**src/vms_consts.vh**
```
`ifndef VMS_CONSTS_VH
`define VMS_CONSTS_VH

// ****************************************
// Register offsets
// ****************************************
`define VMS_OFF_TXCTL 8'h01
`define VMS_OFF_CMD 8'h03
`define VMS_OFF_TXSTAT 8'h05
`define VMS_OFF_LASTERR 8'h07
`define VMS_OFF_IRQ 8'h09
`define VMS_OFF_CHAN 8'h10
`define VMS_CHAN_MASK 8'hF8

// ****************************************
// Channel flag fields
// ****************************************
`define VMS_CH_SENT 0
`define VMS_CH_GOT 1
`define VMS_CH_RTR 2
`define VMS_CH_RNW 3
`define VMS_CH_ABORT 4

// ****************************************
// Command fields and reset values
// ****************************************
`define VMS_CMD_GO_ACTIVE_BIT 0
`define VMS_CMD_IDLE 1
`define VMS_CMD_SLEEP 2
`define VMS_CMD_REARB 3
`define VMS_CMD_RESET 8'h02
`define VMS_TXCTL_RESET 8'h00

// ****************************************
// Status fields
// ****************************************
`define VMS_ERR_CV 0
`define VMS_ERR_ACKNOWLEDGE_FAILURE_FLAG 1
`define VMS_ERR_FRAME_CHECK_FAILURE_FLAG 2
`define VMS_IRQ_TE 0
`define VMS_IRQ_RXOK 1
`define VMS_IRQ_TXOK 2

// ****************************************
// Frame kinds
// ****************************************
`define VMS_KIND_DATA 2'h0
`define VMS_KIND_RREQ 2'h1
`define VMS_KIND_DEFER 2'h2

`endif

```
**src/vms_bus_port.v**
```verilog
`timescale 1ns/1ps
module vms_bus_port (
    clk,
    rst_n,
    ad_in,
    ale,
    rd_n,
    wr_n,
    cs,
    addr,
    wdata,
    wr_stb,
    rd_end,
    rd_act
);
    input wire clk;
    input wire rst_n;
    input wire [7:0] ad_in;
    input wire ale;
    input wire rd_n;
    input wire wr_n;
    input wire cs;
    output wire [7:0] addr;
    output wire [7:0] wdata;
    output wire wr_stb;
    output wire rd_end;
    output wire rd_act;

    reg ale_d_ff;
    reg wr_d_ff;
    reg rd_d_ff;
    reg [7:0] addr_ff;
    reg [7:0] wdata_ff;
    reg wr_stb_ff;
    reg rd_end_ff;
    reg rd_act_ff;

    // ****************************************
    // Address latch and strobes
    // ****************************************
    // Write is taken at the end of the strobe, when data is settled
    always @(posedge clk) begin
        if (!rst_n) begin
            ale_d_ff <= 1'b0;
            wr_d_ff <= 1'b1;
            rd_d_ff <= 1'b1;
            addr_ff <= 8'h00;
            wdata_ff <= 8'h00;
            wr_stb_ff <= 1'b0;
            rd_end_ff <= 1'b0;
            rd_act_ff <= 1'b0;
        end else begin
            ale_d_ff <= ale;
            wr_d_ff <= wr_n;
            rd_d_ff <= rd_n;
            if (ale_d_ff && !ale) begin
                addr_ff <= ad_in;
            end
            if (!wr_n) begin
                wdata_ff <= ad_in;
            end
            wr_stb_ff <= cs && !wr_d_ff && wr_n;
            rd_end_ff <= cs && !rd_d_ff && rd_n;
            rd_act_ff <= cs && !rd_n;
        end
    end

    assign addr = addr_ff;
    assign wdata = wdata_ff;
    assign wr_stb = wr_stb_ff;
    assign rd_end = rd_end_ff;
    assign rd_act = rd_act_ff;
endmodule // vms_bus_port

```
**src/vms_scheduler.v**
```verilog
`timescale 1ns/1ps
`include "vms_consts.vh"

module vms_scheduler (
    clk,
    rst_n,
    ad_in,
    ale,
    rd_n,
    wr_n,
    cs,
    ad_out,
    ad_oe_n,
    att_done,
    att_ok,
    att_lost,
    att_cv,
    att_acknowledge_failure_flag,
    att_frame_check_failure_flag,
    att_inframe,
    rx_evt,
    rx_kind,
    rx_match,
    tx_req,
    tx_chan,
    tx_kind,
    reply_arm,
    line_en,
    txd_oe_n,
    osc_run
);
    input wire clk;
    input wire rst_n;
    input wire [7:0] ad_in;
    input wire ale;
    input wire rd_n;
    input wire wr_n;
    input wire cs;
    output reg [7:0] ad_out;
    output reg ad_oe_n;
    input wire att_done;
    input wire att_ok;
    input wire att_lost;
    input wire att_cv;
    input wire att_acknowledge_failure_flag;
    input wire att_frame_check_failure_flag;
    input wire att_inframe;
    input wire rx_evt;
    input wire [1:0] rx_kind;
    input wire [7:0] rx_match;
    output reg tx_req;
    output reg [2:0] tx_chan;
    output reg [1:0] tx_kind;
    output reg [7:0] reply_arm;
    output reg line_en;
    output reg txd_oe_n;
    output reg osc_run;

    localparam [2:0] MODE_IDLE = 3'b001;
    localparam [2:0] MODE_ACTIVE = 3'b010;
    localparam [2:0] MODE_SLEEP = 3'b100;

    wire [7:0] addr;
    wire [7:0] wdata;
    wire wr_stb;
    wire rd_end;
    wire rd_act;

    reg [4:0] ch_ff [0:7];
    reg [4:0] nxt_ch [0:7];
    reg [7:0] stop_ff;
    reg [7:0] nxt_stop;
    reg [7:0] txctl_ff;
    reg [7:0] cmd_ff;
    reg [7:0] nxt_cmd;
    reg [2:0] errs_ff;
    reg [2:0] irq_ff;
    reg [2:0] nxt_irq;
    reg [2:0] mode_ff;
    reg [2:0] nxt_mode;
    reg busy_ff;
    reg own_v_ff;
    reg [2:0] own_ff;
    reg post_v_ff;
    reg [2:0] post_ff;
    reg [3:0] cnt_ff;
    reg [3:0] retries_ff;
    reg [7:0] rdata;
    reg [7:0] elig;
    reg [7:0] rx_take;
    reg [7:0] higher;
    reg [3:0] pick;
    reg [3:0] hpick;
    reg [3:0] rpick;
    integer i;
    integer j;
    integer n;

    vms_bus_port u_port (
        .clk(clk),
        .rst_n(rst_n),
        .ad_in(ad_in),
        .ale(ale),
        .rd_n(rd_n),
        .wr_n(wr_n),
        .cs(cs),
        .addr(addr),
        .wdata(wdata),
        .wr_stb(wr_stb),
        .rd_end(rd_end),
        .rd_act(rd_act)
    );

    // ****************************************
    // Channel type decoding
    // ****************************************
    // Inactive types never transmit
    function can_send;
        input [4:0] f;
        input stopped;
        begin
            can_send = !f[`VMS_CH_SENT] && !stopped &&
                ((!f[`VMS_CH_RNW] && !f[`VMS_CH_RTR]) || (f[`VMS_CH_RNW] && f[`VMS_CH_RTR]) ||
                 (f[`VMS_CH_RNW] && !f[`VMS_CH_RTR] && f[`VMS_CH_GOT]));
        end
    endfunction

    // Lowest index wins; bit 3 set when found
    function [3:0] lowest;
        input [7:0] m;
        integer k;
        begin
            lowest = 4'h0;
            for (k = 7; k >= 0; k = k - 1) begin
                if (m[k]) begin
                    lowest = {1'b1, k[2:0]};
                end
            end
        end
    endfunction

    function [1:0] kind_of;
        input [4:0] f;
        begin
            if (!f[`VMS_CH_RNW]) begin
                kind_of = `VMS_KIND_DATA;
            end else if (f[`VMS_CH_RTR]) begin
                kind_of = `VMS_KIND_RREQ;
            end else begin
                kind_of = `VMS_KIND_DEFER;
            end
        end
    endfunction

    // ****************************************
    // Receive selection and flag updates
    // ****************************************
    always @* begin
        for (i = 0; i < 8; i = i + 1) begin
            elig[i] = can_send(ch_ff[i], stop_ff[i]);
            higher[i] = elig[i] && (i < own_ff);
            case (rx_kind)
                `VMS_KIND_DATA: begin
                    rx_take[i] = !ch_ff[i][`VMS_CH_RNW] && ch_ff[i][`VMS_CH_RTR] && !ch_ff[i][`VMS_CH_GOT];
                end
                `VMS_KIND_DEFER: begin
                    rx_take[i] = ch_ff[i][3:0] == 4'hD;
                end
                `VMS_KIND_RREQ: begin
                    rx_take[i] = ch_ff[i][`VMS_CH_RNW] && !ch_ff[i][`VMS_CH_RTR] && !ch_ff[i][`VMS_CH_GOT];
                end
                default: begin
                    rx_take[i] = 1'b0;
                end
            endcase
        end
        pick = lowest(elig);
        hpick = lowest(higher);
        rpick = lowest(rx_take & rx_match);
        nxt_stop = stop_ff;
        nxt_irq = irq_ff;
        nxt_cmd = cmd_ff;
        if (rd_end && addr == `VMS_OFF_IRQ) begin
            nxt_irq = 3'h0;
        end
        if (wr_stb && addr == `VMS_OFF_CMD) begin
            nxt_cmd = wdata;
            if (wdata[`VMS_CMD_IDLE] || wdata[`VMS_CMD_GO_ACTIVE_BIT]) begin
                nxt_cmd[`VMS_CMD_SLEEP] = 1'b0;
            end
        end
        for (i = 0; i < 8; i = i + 1) begin
            nxt_ch[i] = ch_ff[i];
            if (wr_stb && addr == (`VMS_OFF_CHAN | i[7:0])) begin
                nxt_ch[i] = wdata[4:0];
                if (!wdata[`VMS_CH_SENT]) begin
                    nxt_stop[i] = 1'b0;
                end
            end
            // Abort acts unless the channel is mid attempt
            if (ch_ff[i][`VMS_CH_ABORT] && !(busy_ff && own_ff == i)) begin
                nxt_ch[i][`VMS_CH_ABORT] = 1'b0;
                nxt_ch[i][`VMS_CH_SENT] = 1'b1;
            end
        end
        // Only the lowest matching channel is updated
        if (rx_evt && rpick[3]) begin
            nxt_irq[`VMS_IRQ_RXOK] = 1'b1;
            // Immediate reply also marks sent; detection only got
            if (rx_kind == `VMS_KIND_RREQ && !ch_ff[rpick[2:0]][`VMS_CH_SENT]) begin
                nxt_ch[rpick[2:0]][`VMS_CH_SENT] = 1'b1;
            end
            nxt_ch[rpick[2:0]][`VMS_CH_GOT] = 1'b1;
        end
        // Attempt results only concern our own frame
        if (att_done && busy_ff) begin
            if (att_ok) begin
                nxt_irq[`VMS_IRQ_TXOK] = 1'b1;
                // Deferred and plain frames set sent only
                nxt_ch[own_ff][`VMS_CH_SENT] = 1'b1;
                nxt_ch[own_ff][`VMS_CH_ABORT] = 1'b0;
                // In-frame reply sets both flags; occupied buffer kept
                if (att_inframe && kind_of(ch_ff[own_ff]) == `VMS_KIND_RREQ) begin
                    nxt_ch[own_ff][`VMS_CH_GOT] = 1'b1;
                end
            end else if (!att_lost) begin
                // Pending abort lands when the attempt fails
                if (ch_ff[own_ff][`VMS_CH_ABORT]) begin
                    nxt_ch[own_ff][`VMS_CH_ABORT] = 1'b0;
                    nxt_ch[own_ff][`VMS_CH_SENT] = 1'b1;
                end
                if (cnt_ff == 4'h0) begin
                    nxt_irq[`VMS_IRQ_TE] = 1'b1;
                    nxt_stop[own_ff] = 1'b1;
                end
            end
        end
        // Rearbitrate cleared at the first pause with an owner, whether or not a handover is taken
        if (!busy_ff && own_v_ff && cmd_ff[`VMS_CMD_REARB]) begin
            nxt_cmd[`VMS_CMD_REARB] = 1'b0;
        end
        // Sleep wins; activate with idle clear
        case (mode_ff)
            MODE_IDLE, MODE_ACTIVE, MODE_SLEEP: begin
                if (cmd_ff[`VMS_CMD_SLEEP]) begin
                    nxt_mode = MODE_SLEEP;
                end else if (cmd_ff[`VMS_CMD_IDLE]) begin
                    // Idle only once attempts have drained
                    nxt_mode = (mode_ff == MODE_ACTIVE && (busy_ff || own_v_ff || post_v_ff)) ? MODE_ACTIVE : MODE_IDLE;
                end else if (cmd_ff[`VMS_CMD_GO_ACTIVE_BIT]) begin
                    nxt_mode = MODE_ACTIVE;
                end else begin
                    nxt_mode = mode_ff;
                end
            end
            default: begin
                nxt_mode = MODE_IDLE;
            end
        endcase
    end

    // ****************************************
    // State registers
    // ****************************************
    always @(posedge clk) begin
        if (!rst_n) begin
            for (j = 0; j < 8; j = j + 1) begin
                ch_ff[j] <= 5'h03;
            end
            stop_ff <= 8'h00;
            txctl_ff <= `VMS_TXCTL_RESET;
            cmd_ff <= `VMS_CMD_RESET;
            irq_ff <= 3'h0;
            errs_ff <= 3'h0;
            mode_ff <= MODE_IDLE;
        end else begin
            for (j = 0; j < 8; j = j + 1) begin
                ch_ff[j] <= nxt_ch[j];
            end
            stop_ff <= nxt_stop;
            cmd_ff <= nxt_cmd;
            irq_ff <= nxt_irq;
            mode_ff <= nxt_mode;
            if (wr_stb && addr == `VMS_OFF_TXCTL) begin
                txctl_ff <= wdata;
            end
            // Only real failures update the cause
            if (att_done && busy_ff && !att_ok && !att_lost) begin
                errs_ff <= {att_frame_check_failure_flag, att_acknowledge_failure_flag, att_cv};
            end
        end
    end

    // ****************************************
    // Transmit scheduler
    // ****************************************
    // Channel keeps ownership across retries so a new lower channel waits its turn
    always @(posedge clk) begin
        if (!rst_n) begin
            busy_ff <= 1'b0;
            own_v_ff <= 1'b0;
            own_ff <= 3'h0;
            post_v_ff <= 1'b0;
            post_ff <= 3'h0;
            cnt_ff <= 4'h0;
            retries_ff <= 4'h0;
        end else if (busy_ff) begin
            if (att_done) begin
                busy_ff <= 1'b0;
                // Lost contention leaves the counter alone
                if (att_ok || (!att_lost && (cnt_ff == 4'h0 || ch_ff[own_ff][`VMS_CH_ABORT]))) begin
                    own_v_ff <= 1'b0;
                end else if (!att_lost) begin
                    // Load of N allows N further attempts
                    cnt_ff <= cnt_ff - 4'h1;
                    retries_ff <= retries_ff + 4'h1;
                end
            end
        end else if (own_v_ff && !elig[own_ff]) begin
            own_v_ff <= 1'b0;
        end else if (own_v_ff && cmd_ff[`VMS_CMD_REARB]) begin
            // Postpone owner, hand to higher channel with fresh count
            if (hpick[3]) begin
                post_v_ff <= 1'b1;
                post_ff <= own_ff;
                own_ff <= hpick[2:0];
                cnt_ff <= txctl_ff[3:0];
                retries_ff <= 4'h0;
            end
        end else if (mode_ff == MODE_ACTIVE) begin
            if (own_v_ff) begin
                busy_ff <= 1'b1;
            end else if (post_v_ff) begin
                // Resume postponed only while still enabled
                post_v_ff <= 1'b0;
                if (elig[post_ff]) begin
                    own_v_ff <= 1'b1;
                    own_ff <= post_ff;
                    cnt_ff <= txctl_ff[3:0];
                    retries_ff <= 4'h0;
                end
            end else if (pick[3]) begin
                // Lowest ready channel; shared counter load
                own_v_ff <= 1'b1;
                own_ff <= pick[2:0];
                cnt_ff <= txctl_ff[3:0];
                retries_ff <= 4'h0;
            end
        end
    end

    // ****************************************
    // Read data and pins
    // ****************************************
    always @* begin
        rdata = 8'h00;
        if ((addr & `VMS_CHAN_MASK) == `VMS_OFF_CHAN) begin
            rdata = {3'h0, ch_ff[addr[2:0]]};
        end else begin
            case (addr)
                `VMS_OFF_TXCTL: rdata = txctl_ff;
                `VMS_OFF_CMD: rdata = cmd_ff;
                `VMS_OFF_TXSTAT: rdata = {retries_ff, own_v_ff, own_ff};
                `VMS_OFF_LASTERR: rdata = {5'h00, errs_ff};
                `VMS_OFF_IRQ: rdata = {5'h00, irq_ff};
                default: rdata = 8'h00;
            endcase
        end
    end

    always @(posedge clk) begin
        if (!rst_n) begin
            ad_out <= 8'h00;
            ad_oe_n <= 1'b1;
            tx_req <= 1'b0;
            tx_chan <= 3'h0;
            tx_kind <= 2'h0;
            reply_arm <= 8'h00;
            line_en <= 1'b0;
            txd_oe_n <= 1'b1;
            osc_run <= 1'b1;
        end else begin
            ad_out <= rdata;
            ad_oe_n <= !rd_act;
            tx_req <= busy_ff && !att_done;
            tx_chan <= own_ff;
            tx_kind <= kind_of(ch_ff[own_ff]);
            for (n = 0; n < 8; n = n + 1) begin
                reply_arm[n] <= mode_ff == MODE_ACTIVE && ch_ff[n][3:0] == 4'h8;
            end
            // Idle and sleep keep the line released
            line_en <= mode_ff == MODE_ACTIVE;
            txd_oe_n <= mode_ff != MODE_ACTIVE;
            osc_run <= mode_ff != MODE_SLEEP;
        end
    end
endmodule // vms_scheduler

```
**config.mk**
```make
export PLATFORM = sky130hd
export DESIGN_NAME = vms_scheduler
export DESIGN_NICKNAME = d
export VERILOG_FILES = /design/src/vms_bus_port.v /design/src/vms_scheduler.v
export VERILOG_INCLUDE_DIRS = /design/src
export SDC_FILE = /design/constraint.sdc
export NUM_CORES = 1
export LEC_CHECK = 0
export ABC_AREA = 0
export BUFFER_PORTS_ARGS = -buffer_cell sky130_fd_sc_hd__buf_2
export CAP_MARGIN = 25
export CORE_MARGIN = 5
export CORE_UTILIZATION = 64
export CTS_CLUSTER_DIAMETER = 60
export DETAILED_ROUTE_END_ITERATION = 8
export PLACE_DENSITY_LB_ADDON = 0.05
export SYNTH_ARGS = -nofsm -noshare
export SYNTH_HDL_FRONTEND = slang
export SYNTH_HIERARCHICAL = 1
export SYNTH_SLANG_ARGS = --single-unit
```
**constraint.sdc**
```tcl
create_clock -name clk -period 3.95 [get_ports clk]
set_input_delay 0.1975 -clock clk [delete_from_list [all_inputs] [get_ports clk]]
set_output_delay 0.1975 -clock clk [all_outputs]
set_load 0.005 [all_outputs]
```
After elaboration in Yosys (flattened, before gate mapping)
Memories as Yosys holds them, arrays and structs flattened. A register that Yosys moved wholly into a read port is not among the register bits.
Cells that the tools add are included.
- output and inout port bits: 26
- memories kept: 1
- flip-flop bits (word level): 98
- RAM bits: 40
- bits of input ports: 32
- $add $sub $neg: 2
- bitwise logic cells: 24
- muxes and demuxes: 183
- reductions and logical operators: 237
- eq/ne operators: 57
- order comparisons: 14
- memory list (memory ; depth ; width ; rd ports ; clocked after memory_dff ; write ports ; line ; text):
    ch_ff ; 8 ; 5 ; 11 ; 2 ; 8 ; vms_scheduler.v:69 ; reg [4:0] ch_ff [0:7];
- operators by type and width (operator ; count):
    $mux W40 ; 8
    $or A40 B40 Y40 ; 5
    $mux W4 ; 47
    $logic_and A1 B1 Y1 ; 136
    $mux W5 ; 18
    $and A40 B40 Y40 ; 2
    $demux W5 S3 ; 5
    $mux W1 ; 67
    $eq A4 B4 Y1 const B ; 16
    $eq A8 B5 Y1 const B ; 8
    $logic_not A1 Y1 ; 59
    $mux W3 ; 15
    $not A40 Y40 ; 1
    $pmux W8 S5 ; 1
    $mux W8 ; 4
    $pmux W1 S3 ; 8
    $logic_or A1 B1 Y1 ; 21
    $eq A8 B3 Y1 const B ; 2
    $eq A3 B3 Y1 const B ; 5
    $mux W2 ; 7
    $reduce_bool A3 Y1 ; 4
    $ne A2 B2 Y1 const B ; 5
    $eq A3 B2 Y1 const B ; 3
    $lt A3 B3 Y1 const A ; 3
    39 further kinds ; 67

Logic depth before layout (Yosys ltp)
Gate-level depths: netlist of the first run.
An unclocked memory read counts as a cell.
- word-level depth: 31
- mapped depth: 10

Hierarchy
Netlist of the first run, hierarchy kept.
- modules (own cells, without submodules) (module ; seq. area each (um^2) ; instances ; area each (um^2) ; cells an instance):
    vms_scheduler ; 2382.3 ; 1 ; 6797.8 ; 758
    vms_bus_port ; 440.4 ; 1 ; 808.3 ; 75

Worst setup path after synthesis of the first run
No wires, ideal clock.
- kind: reg-to-reg
- start: memory ch_ff[0][2]
- end: register cnt_ff[0]
- stages on the path, launching flop included: 11
- setup time: 0.095 ns
- data required time: 3.855 ns
- period minus slack after synthesis: 2.374 ns
- path buffers: 1
- path slack: 1.576 ns
- data arrival time: 2.278 ns
- path through: dfxtp_1 -> inv_1 -> ha_1 -> a21oi_1 -> or4_1 -> a31oi_1 -> o31ai_2 -> a21o_1 -> buf_2 -> o22ai_1 -> a221oi_1
- RTL lines (what ; line ; text):
    from (decl) ; vms_scheduler.v:69 ;
    to (signal assigned) ; vms_scheduler.v:315 ; cnt_ff <= cnt_ff - 4'h1;
    to (signal assigned) ; vms_scheduler.v:327 ; cnt_ff <= txctl_ff[3:0];
    to (signal assigned) ; vms_scheduler.v:339 ; cnt_ff <= txctl_ff[3:0];
    to (decl) ; vms_scheduler.v:86 ; reg [3:0] cnt_ff;

==> results of run 1 <==
==> synthesized netlist by cell type (all sizes together), types with 12 or more instances <==
master  instances  area, sq um
nand2          71          267
a21oi          32          160
nand3          12         60.1
ha             26          325
buf            21          126
o21ai          29          145
a22oi          12         90.1
dfxtp         141         2820
nor2b          22          138
mux2i          79          791
o22ai          13         81.3
clkbuf         25         93.8
inv            33          124
mux4           19          428
or3            13         81.3
nand2b         12         75.1
nor2           92          348
nor3           13         75.1
==> worst min-delay path: stages <==
cell	delay [ps]
buf_2	80
mux2i_1	50
nor2_1	80
==> cell usage in the layout (no fill, tap or decap), drive strengths merged, types with 4 or more instances in the layout <==
cell type,synthesis,routed
nand3b,6,6
mux2i,79,79
nor2,92,92
a21o,7,7
dfxtp,141,141
nand3,12,12
a2bb2oi,5,5
nor3b,10,10
o311ai,4,4
nand2b,12,12
a31oi,6,6
mux4,19,19
a211o,4,4
mux2,7,7
o22ai,13,13
a221oi,10,10
or2,7,7
nor4,5,5
o21ai,29,29
o211ai,11,11
nand2,71,71
clkbuf,25,18
buf,21,63
o2111ai,4,4
or3,13,13
a22oi,12,12
a32oi,5,5
or4,4,4
inv,33,40
clkinv,0,6
nand4,5,5
a21boi,7,7
a21oi,32,32
nor2b,22,22
ha,26,26
a211oi,5,5
nor4b,10,10
o31ai,9,9
nor3,13,13
==> metrics by stage <==
| stage | utilization | setup WS (ps) |
|---|---|---|
| 2_1_floorplan | - | 1580 |
| 3_3_place_gp | 0.686 | 998 |
| 3_5_place_dp | 0.686 | 924 |
| 4_1_cts | 0.737 | 919 |
| 5_1_grt | 0.737 | 603 |
| 6_report | 0.737 | 769 |
==> final cells by class <==
| cell class | count | area, sq um |
|---|---|---|
| Multi-Input combinational cell | 613 | 4440 |
| Fill cell | 851 | 3030 |
| Timing Repair Buffer | 65 | 350 |
| Sequential cell | 141 | 2820 |
| Clock inverter | 14 | 128 |
| Tap cell | 143 | 179 |
| Clock buffer | 18 | 439 |
| Inverter | 33 | 124 |
==> worst min-delay path by stage <==
stage / from / end / slack (ps) / depth (start not counted)
floorplan: rd_n / u_port/rd_act / 270 / 1
global placement: u_port/rd_act / ad_oe_n / 350 / 1
detailed placement: u_port/rd_act / ad_oe_n / 350 / 1
CTS: att_acknowledge_failure_flag / errs_ff[1] / 2 / 3
global route: ad_in[5] / u_port/addr[5] / 30 / 3
finish: att_acknowledge_failure_flag / errs_ff[1] / 6 / 3
==> routing by layer <==
metal / global-route usage / part of all wire
met2: 0.514 / 0.46
met1: 0.426 / 0.37
met3: 0.115 / 0.13
met5: 0 / 0.0014
met4: 0.140 / 0.038
==> flip-flops by register name, indices dropped and copies added, names as in the netlist, 2 cells and up, named ones only <==
signal        cells
cmd_ff            8
u_port/addr       8
post_ff           3
cnt_ff            4
ad_out            8
txctl_ff          8
ch_ff            40
own_ff            3
mode_ff           3
tx_chan           3
stop_ff           8
u_port/wdata      8
irq_ff            3
tx_kind           2
retries_ff        4
errs_ff           3
reply_arm         8
==> kinds of logic after synthesis <==
group	share of synthesized area
DFF	0.371
muxes	0.171
adders and majority gates	0.0428
and+or+nand+nor	0.195
buffers and inverters	0.0452
xor gates and xnor gates	0.00115
AOI/OAI and AO/OA	0.174
==> power groups by stage <==
stage	Clock [mW]	Sequential (mW)	Combinational, mW
after floorplan	0	1.47	0.0776
after global placement	0	1.49	0.0972
after detailed placement	0	1.49	0.101
after CTS	1.55	1.45	0.103
after global routing	1.62	1.46	0.113
final	1.55	1.46	0.105
==> run summary, run 1 <==
status = completed
initial antenna violation count = 0
Initial Util = 0.660
CTS Buf Count = 17
syn avg cell area = 9.13 sq um
Post-synth ARST share = 0
diode count = 0
Worst Tran Pin Value = 918 ps
number of global-route vias before repair = 6616
CP arrival = 3460 ps
synth unique cells = 73
Final ANT Viol Nets = 0
Non-Filler Instances = 1027
RSZ-0062 raised after global routing = no
final hold violation count = 0
Die Height = 119 microns
CTS tree = yes
WS Path Type = reg -> reg
critical path capture point type = register
cts repair resizes = 0
r2r startpoint = ch_ff[0][2]
nature of the critical path startpoint = register
maximum level of the CTS H-tree = 4
Switch Pwr = 0.793 mW
CTS Hold Bufs = 2
drt via density = 6.92
Final Setup Violations = 0
share of layout cells above drive strength 1 = 0.156
Iter 0 DRT Violations = 1174
Power Dens Cells = 367 mW/mm^2
fin crit period = 3180 ps
Post-CTS Repair Setup Buffers = 0
DRT Pass-1 Iters = 6
#FFs+latches synth = 141
Root Buffer = clkbuf_16
Int Power = 2.32 mW
Vias = 7104
Hold Crit Class = in -> reg
Seq/Total Area, Yosys = 0.371
count of pins over their slew limit = 0
WP depth = 9
LEAKAGE = 3.08 nW
main flop type after synthesis = dfxtp_1
layout net count = 929
TNS Setup = 0 ps
part of the cycle the worst path needs = 0.805
Core ar. = 0.0115 sq mm
gr usage total = 0.333
slowest CP cell = a21oi_1
slowest stage delay, CP = 700 ps
peak fanout along the critical path = 13
crit-path cells = inv_1, ha_1, a21oi_1, nor3_1, a211oi_1, nand3b_1, a21oi_1, nand2b_1, o31ai_1
Hold Slack = 5.85 ps
Max Freq = 314 MHz
CP Data Required Time = 4230 ps
CTS max path bufs = 2
clock sinks = 141
synthesized instance count = 833
first-pass GRT wire length = 36.9 mm
Worst Setup EP = cnt_ff[2]
Max-slew headroom = 0.387
worst-skew pair later-pin latency = 440 ps
clock share of power = 0.498
CP Launch Point = ch_ff[0][2]
FP Rows = 39
post-route cell area = 0.00848 sq mm
r2r setup slk = 770 ps
Mapped Area = 0.00761 sq mm
Switching Share = 0.255
VDD IR max = 0.485 mV
gr ovfl total = 0
RD Place Congestion = 0.980
total chip power = 3.11 mW
Post-DP HPWL = 16.8 mm
Ys Warns = 6
WL/cell = 23.1 microns
syn_nets = 891
WP buf/inv = 1
Fin Clk Skew = 9.72 ps
Worst-path clk slew = 60 ps
Die W = 119 microns
Cell Area, Placed = 0.00790 sq mm
number of enable flip-flop cells after synthesis = 0
area grow syn2layout = 11.5%
logic gate share of total power = 0.034
largest net degree at the start of global routing = 51
Detailed Route WL = 23.8 mm
worst r2r path cells = 9
boundary pin count = 58
Reg power frac = 0.468
placed cells = 993
CP delay by family, top = compound AO/OA/AOI/OAI gates
port bufs = 57
die area = 0.0142 sq mm
Max-Cap Viols = 0
CP most frequent cell = a21oi_1
RR Endpoint = cnt_ff[2]
DR DRC count = 0
(Power assumes the default switching activity.)
==> run 2, diff against run 1 <==
- ABC_AREA: 0 -> 1
- CORE_UTILIZATION: 64 -> 61
- clock period: 3.95 -> 3.1 ns (I/O delays scaled with it)
==> run summary, run 2 <==
share of layout cells above drive strength 1 = 0.135
CP Data Required Time = 3440 ps
status = finished with violations
CP arrival = 3070 ps
Max-slew headroom = 0.472
total chip power = 4.00 mW
final hold violation count = 1
Worst-path clk slew = 70 ps
synth cell count leaders = nand2_1, inv_1, dfxtp_1, nor2_1, a21oi_1
Initial Util = 0.625
worst-skew pair later-pin latency = 440 ps
count of pins over their slew limit = 0
commonest non-fill, non-tap cell in the layout = nand2_1
commonest non-fill, non-tap cells in the layout = nand2_1, inv_1, dfxtp_1, nor2_1, a21oi_1
drt via density = 5.72
top-area cell type share of the netlist area = 0.355
gr usage total = 0.328
CTS max path bufs = 2
area leader, netlist = dfxtp_1
boundary pin count = 58
slowest stage delay, CP = 730 ps
Reg power frac = 0.463
Vias = 8123
pre-CTS setup slack = 562 ps
synthesized instance count = 1174
Ys Warns = 6
CTS tree = yes
initial antenna violation count = 0
#FFs+latches synth = 141
setup ws final = 376 ps
gr ovfl total = 0
Int Power = 2.95 mW
WS Path Type = reg -> reg
number of enable flip-flop cells after synthesis = 0
fin crit period = 2720 ps
Fin Clk Skew = 8.27 ps
max reg flops = 40
Root Buffer = clkbuf_16
Power Dens Cells = 446 mW/mm^2
TNS Setup = 0 ps
Die W = 124 microns
largest net degree at the start of global routing = 75
GR Util met3 = 0.0681
Die Height = 124 microns
CTS Buf Count = 17
Detailed Route WL = 24.4 mm
Worst Tran Pin Value = 782 ps
synth unique cells = 49
Switch Pwr = 1.06 mW
largest reg by FF count = ch_ff
Max Freq = 367 MHz
first-pass GRT wire length = 38.3 mm
violated checks = hold timing
GR peak layer = met2
VDD IR max = 0.470 mV
CP most frequent cell = nand2_1
Core ar. = 0.0127 sq mm
part of the cycle the worst path needs = 0.879
met1 Use GR = 0.423
Seq/Total Area, Yosys = 0.355
top-count cell post-synth = nand2_1
nature of the critical path startpoint = register
area grow syn2layout = 12.8%
Final Setup Violations = 0
logic gate share of total power = 0.052
top cells by area, synth = dfxtp_1, nand2_1, inv_1
LEAKAGE = 4.06 nW
slowest CP cell = dfxtp_1
layout net count = 1294
syn avg cell area = 6.78 sq um
RD Place Congestion = 1.01
number of global-route vias before repair = 7476
FP Rows = 41
port bufs = 57
M2 GR Usage = 0.515
syn_nets = 1232
Switching Share = 0.264
Mapped Area = 0.00795 sq mm
clock sinks = 141
Max-Cap Viols = 0
maximum level of the CTS H-tree = 4
main flop type after synthesis = dfxtp_1
Hold Slack = -1.55 ps
RSZ-0062 raised after global routing = no
peak fanout along the critical path = 17
Final ANT Viol Nets = 0
Iter 0 DRT Violations = 978
diode count = 0
Post-CTS Repair Setup Buffers = 0
DRT Pass-1 Iters = 6
critical path capture point type = register
WL/cell = 17.1 microns
clock share of power = 0.485
die area = 0.0154 sq mm
Post-synth ARST share = 0
Post-DP HPWL = 18.3 mm
DR DRC count = 0
Hold Crit Class = in -> reg
crit-path cells = inv_1, a21oi_1, o21ai_0, nand2_1, nor2_1, a31oi_1, nand2_1, nor2_2, nand3_1, o2111ai_1
run 2: cell types whose count changed after synthesis, sizes merged, moves of 58 or more:
cell	delta
nand2	+187
inv	+160
mux2i	-78
nor2	+62
nand3	+59
a21oi	+58
run 2: worst max-delay path: cells and delay by family (launching register included):
kind,cells,cell delay (ps)
and+or+nand+nor,5,860
DFF,1,730
AOI/OAI and AO/OA,4,710
buffers and inverters,1,310
run 2: layout make-up:
class                      instances  area (sq um)
multi-input combinational        804          4200
timing repair buffer              73           428
clock inverter                    15           131
clock buffer                      17           425
sequential                       141          2820
tap                              172           215
fill                            1186          3750
inverter                         199           752
run 2: power by group through the flow:
| stage | clock network, mW | logic, mW | registers [mW] |
|---|---|---|---|
| after floorplan | 0 | 0.134 | 1.88 |
| after global placement | 0 | 0.190 | 1.89 |
| after detailed placement | 0 | 0.192 | 1.89 |
| after CTS | 1.95 | 0.201 | 1.85 |
| after global routing | 2.03 | 0.226 | 1.86 |
| final | 1.94 | 0.207 | 1.86 |
run 2: cells by family after synthesis:
family | synth area share
XOR/XNOR | 0.00330
buffers and inverters | 0.117
multiplexers | 0.00126
adder cells (fa/ha/maj) | 0.0409
AO/OA/AOI/OAI | 0.173
AND/OR/NAND/NOR | 0.310
flip-flops | 0.355
run 2: metrics by stage:
stage | area [sq um] | std cells | utilization
6_report | 8970 | 1421 | 0.705
2_1_floorplan | 7950 | 1174 | -
3_3_place_gp | 8330 | 1380 | 0.654
3_5_place_dp | 8330 | 1380 | 0.654
4_1_cts | 8970 | 1421 | 0.705
5_1_grt | 8970 | 1421 | 0.705
run 2: final timing paths:
path	from	to	slack (ps)	cells after the start
max	register	ch_ff[6][1]	380	10
min	ad_in[0]	u_port/wdata[0]	-2	3
max reg2reg	register	ch_ff[6][1]	380	10
min reg2reg	u_port/rd_act	ad_oe_n	380	1
run 2: timing repair:
action	CTS	global route
hold buffers	9	0
gates resized for setup	0	0
hold endpoints to repair	10	0
run 2: metal layers:
layer | vias up | routed length (microns)
met4 | 0 | 1250
li1 | 3964 | -
met1 | 3648 | 9990
met3 | 87 | 2130
met2 | 424 | 11000
met5 | - | 0
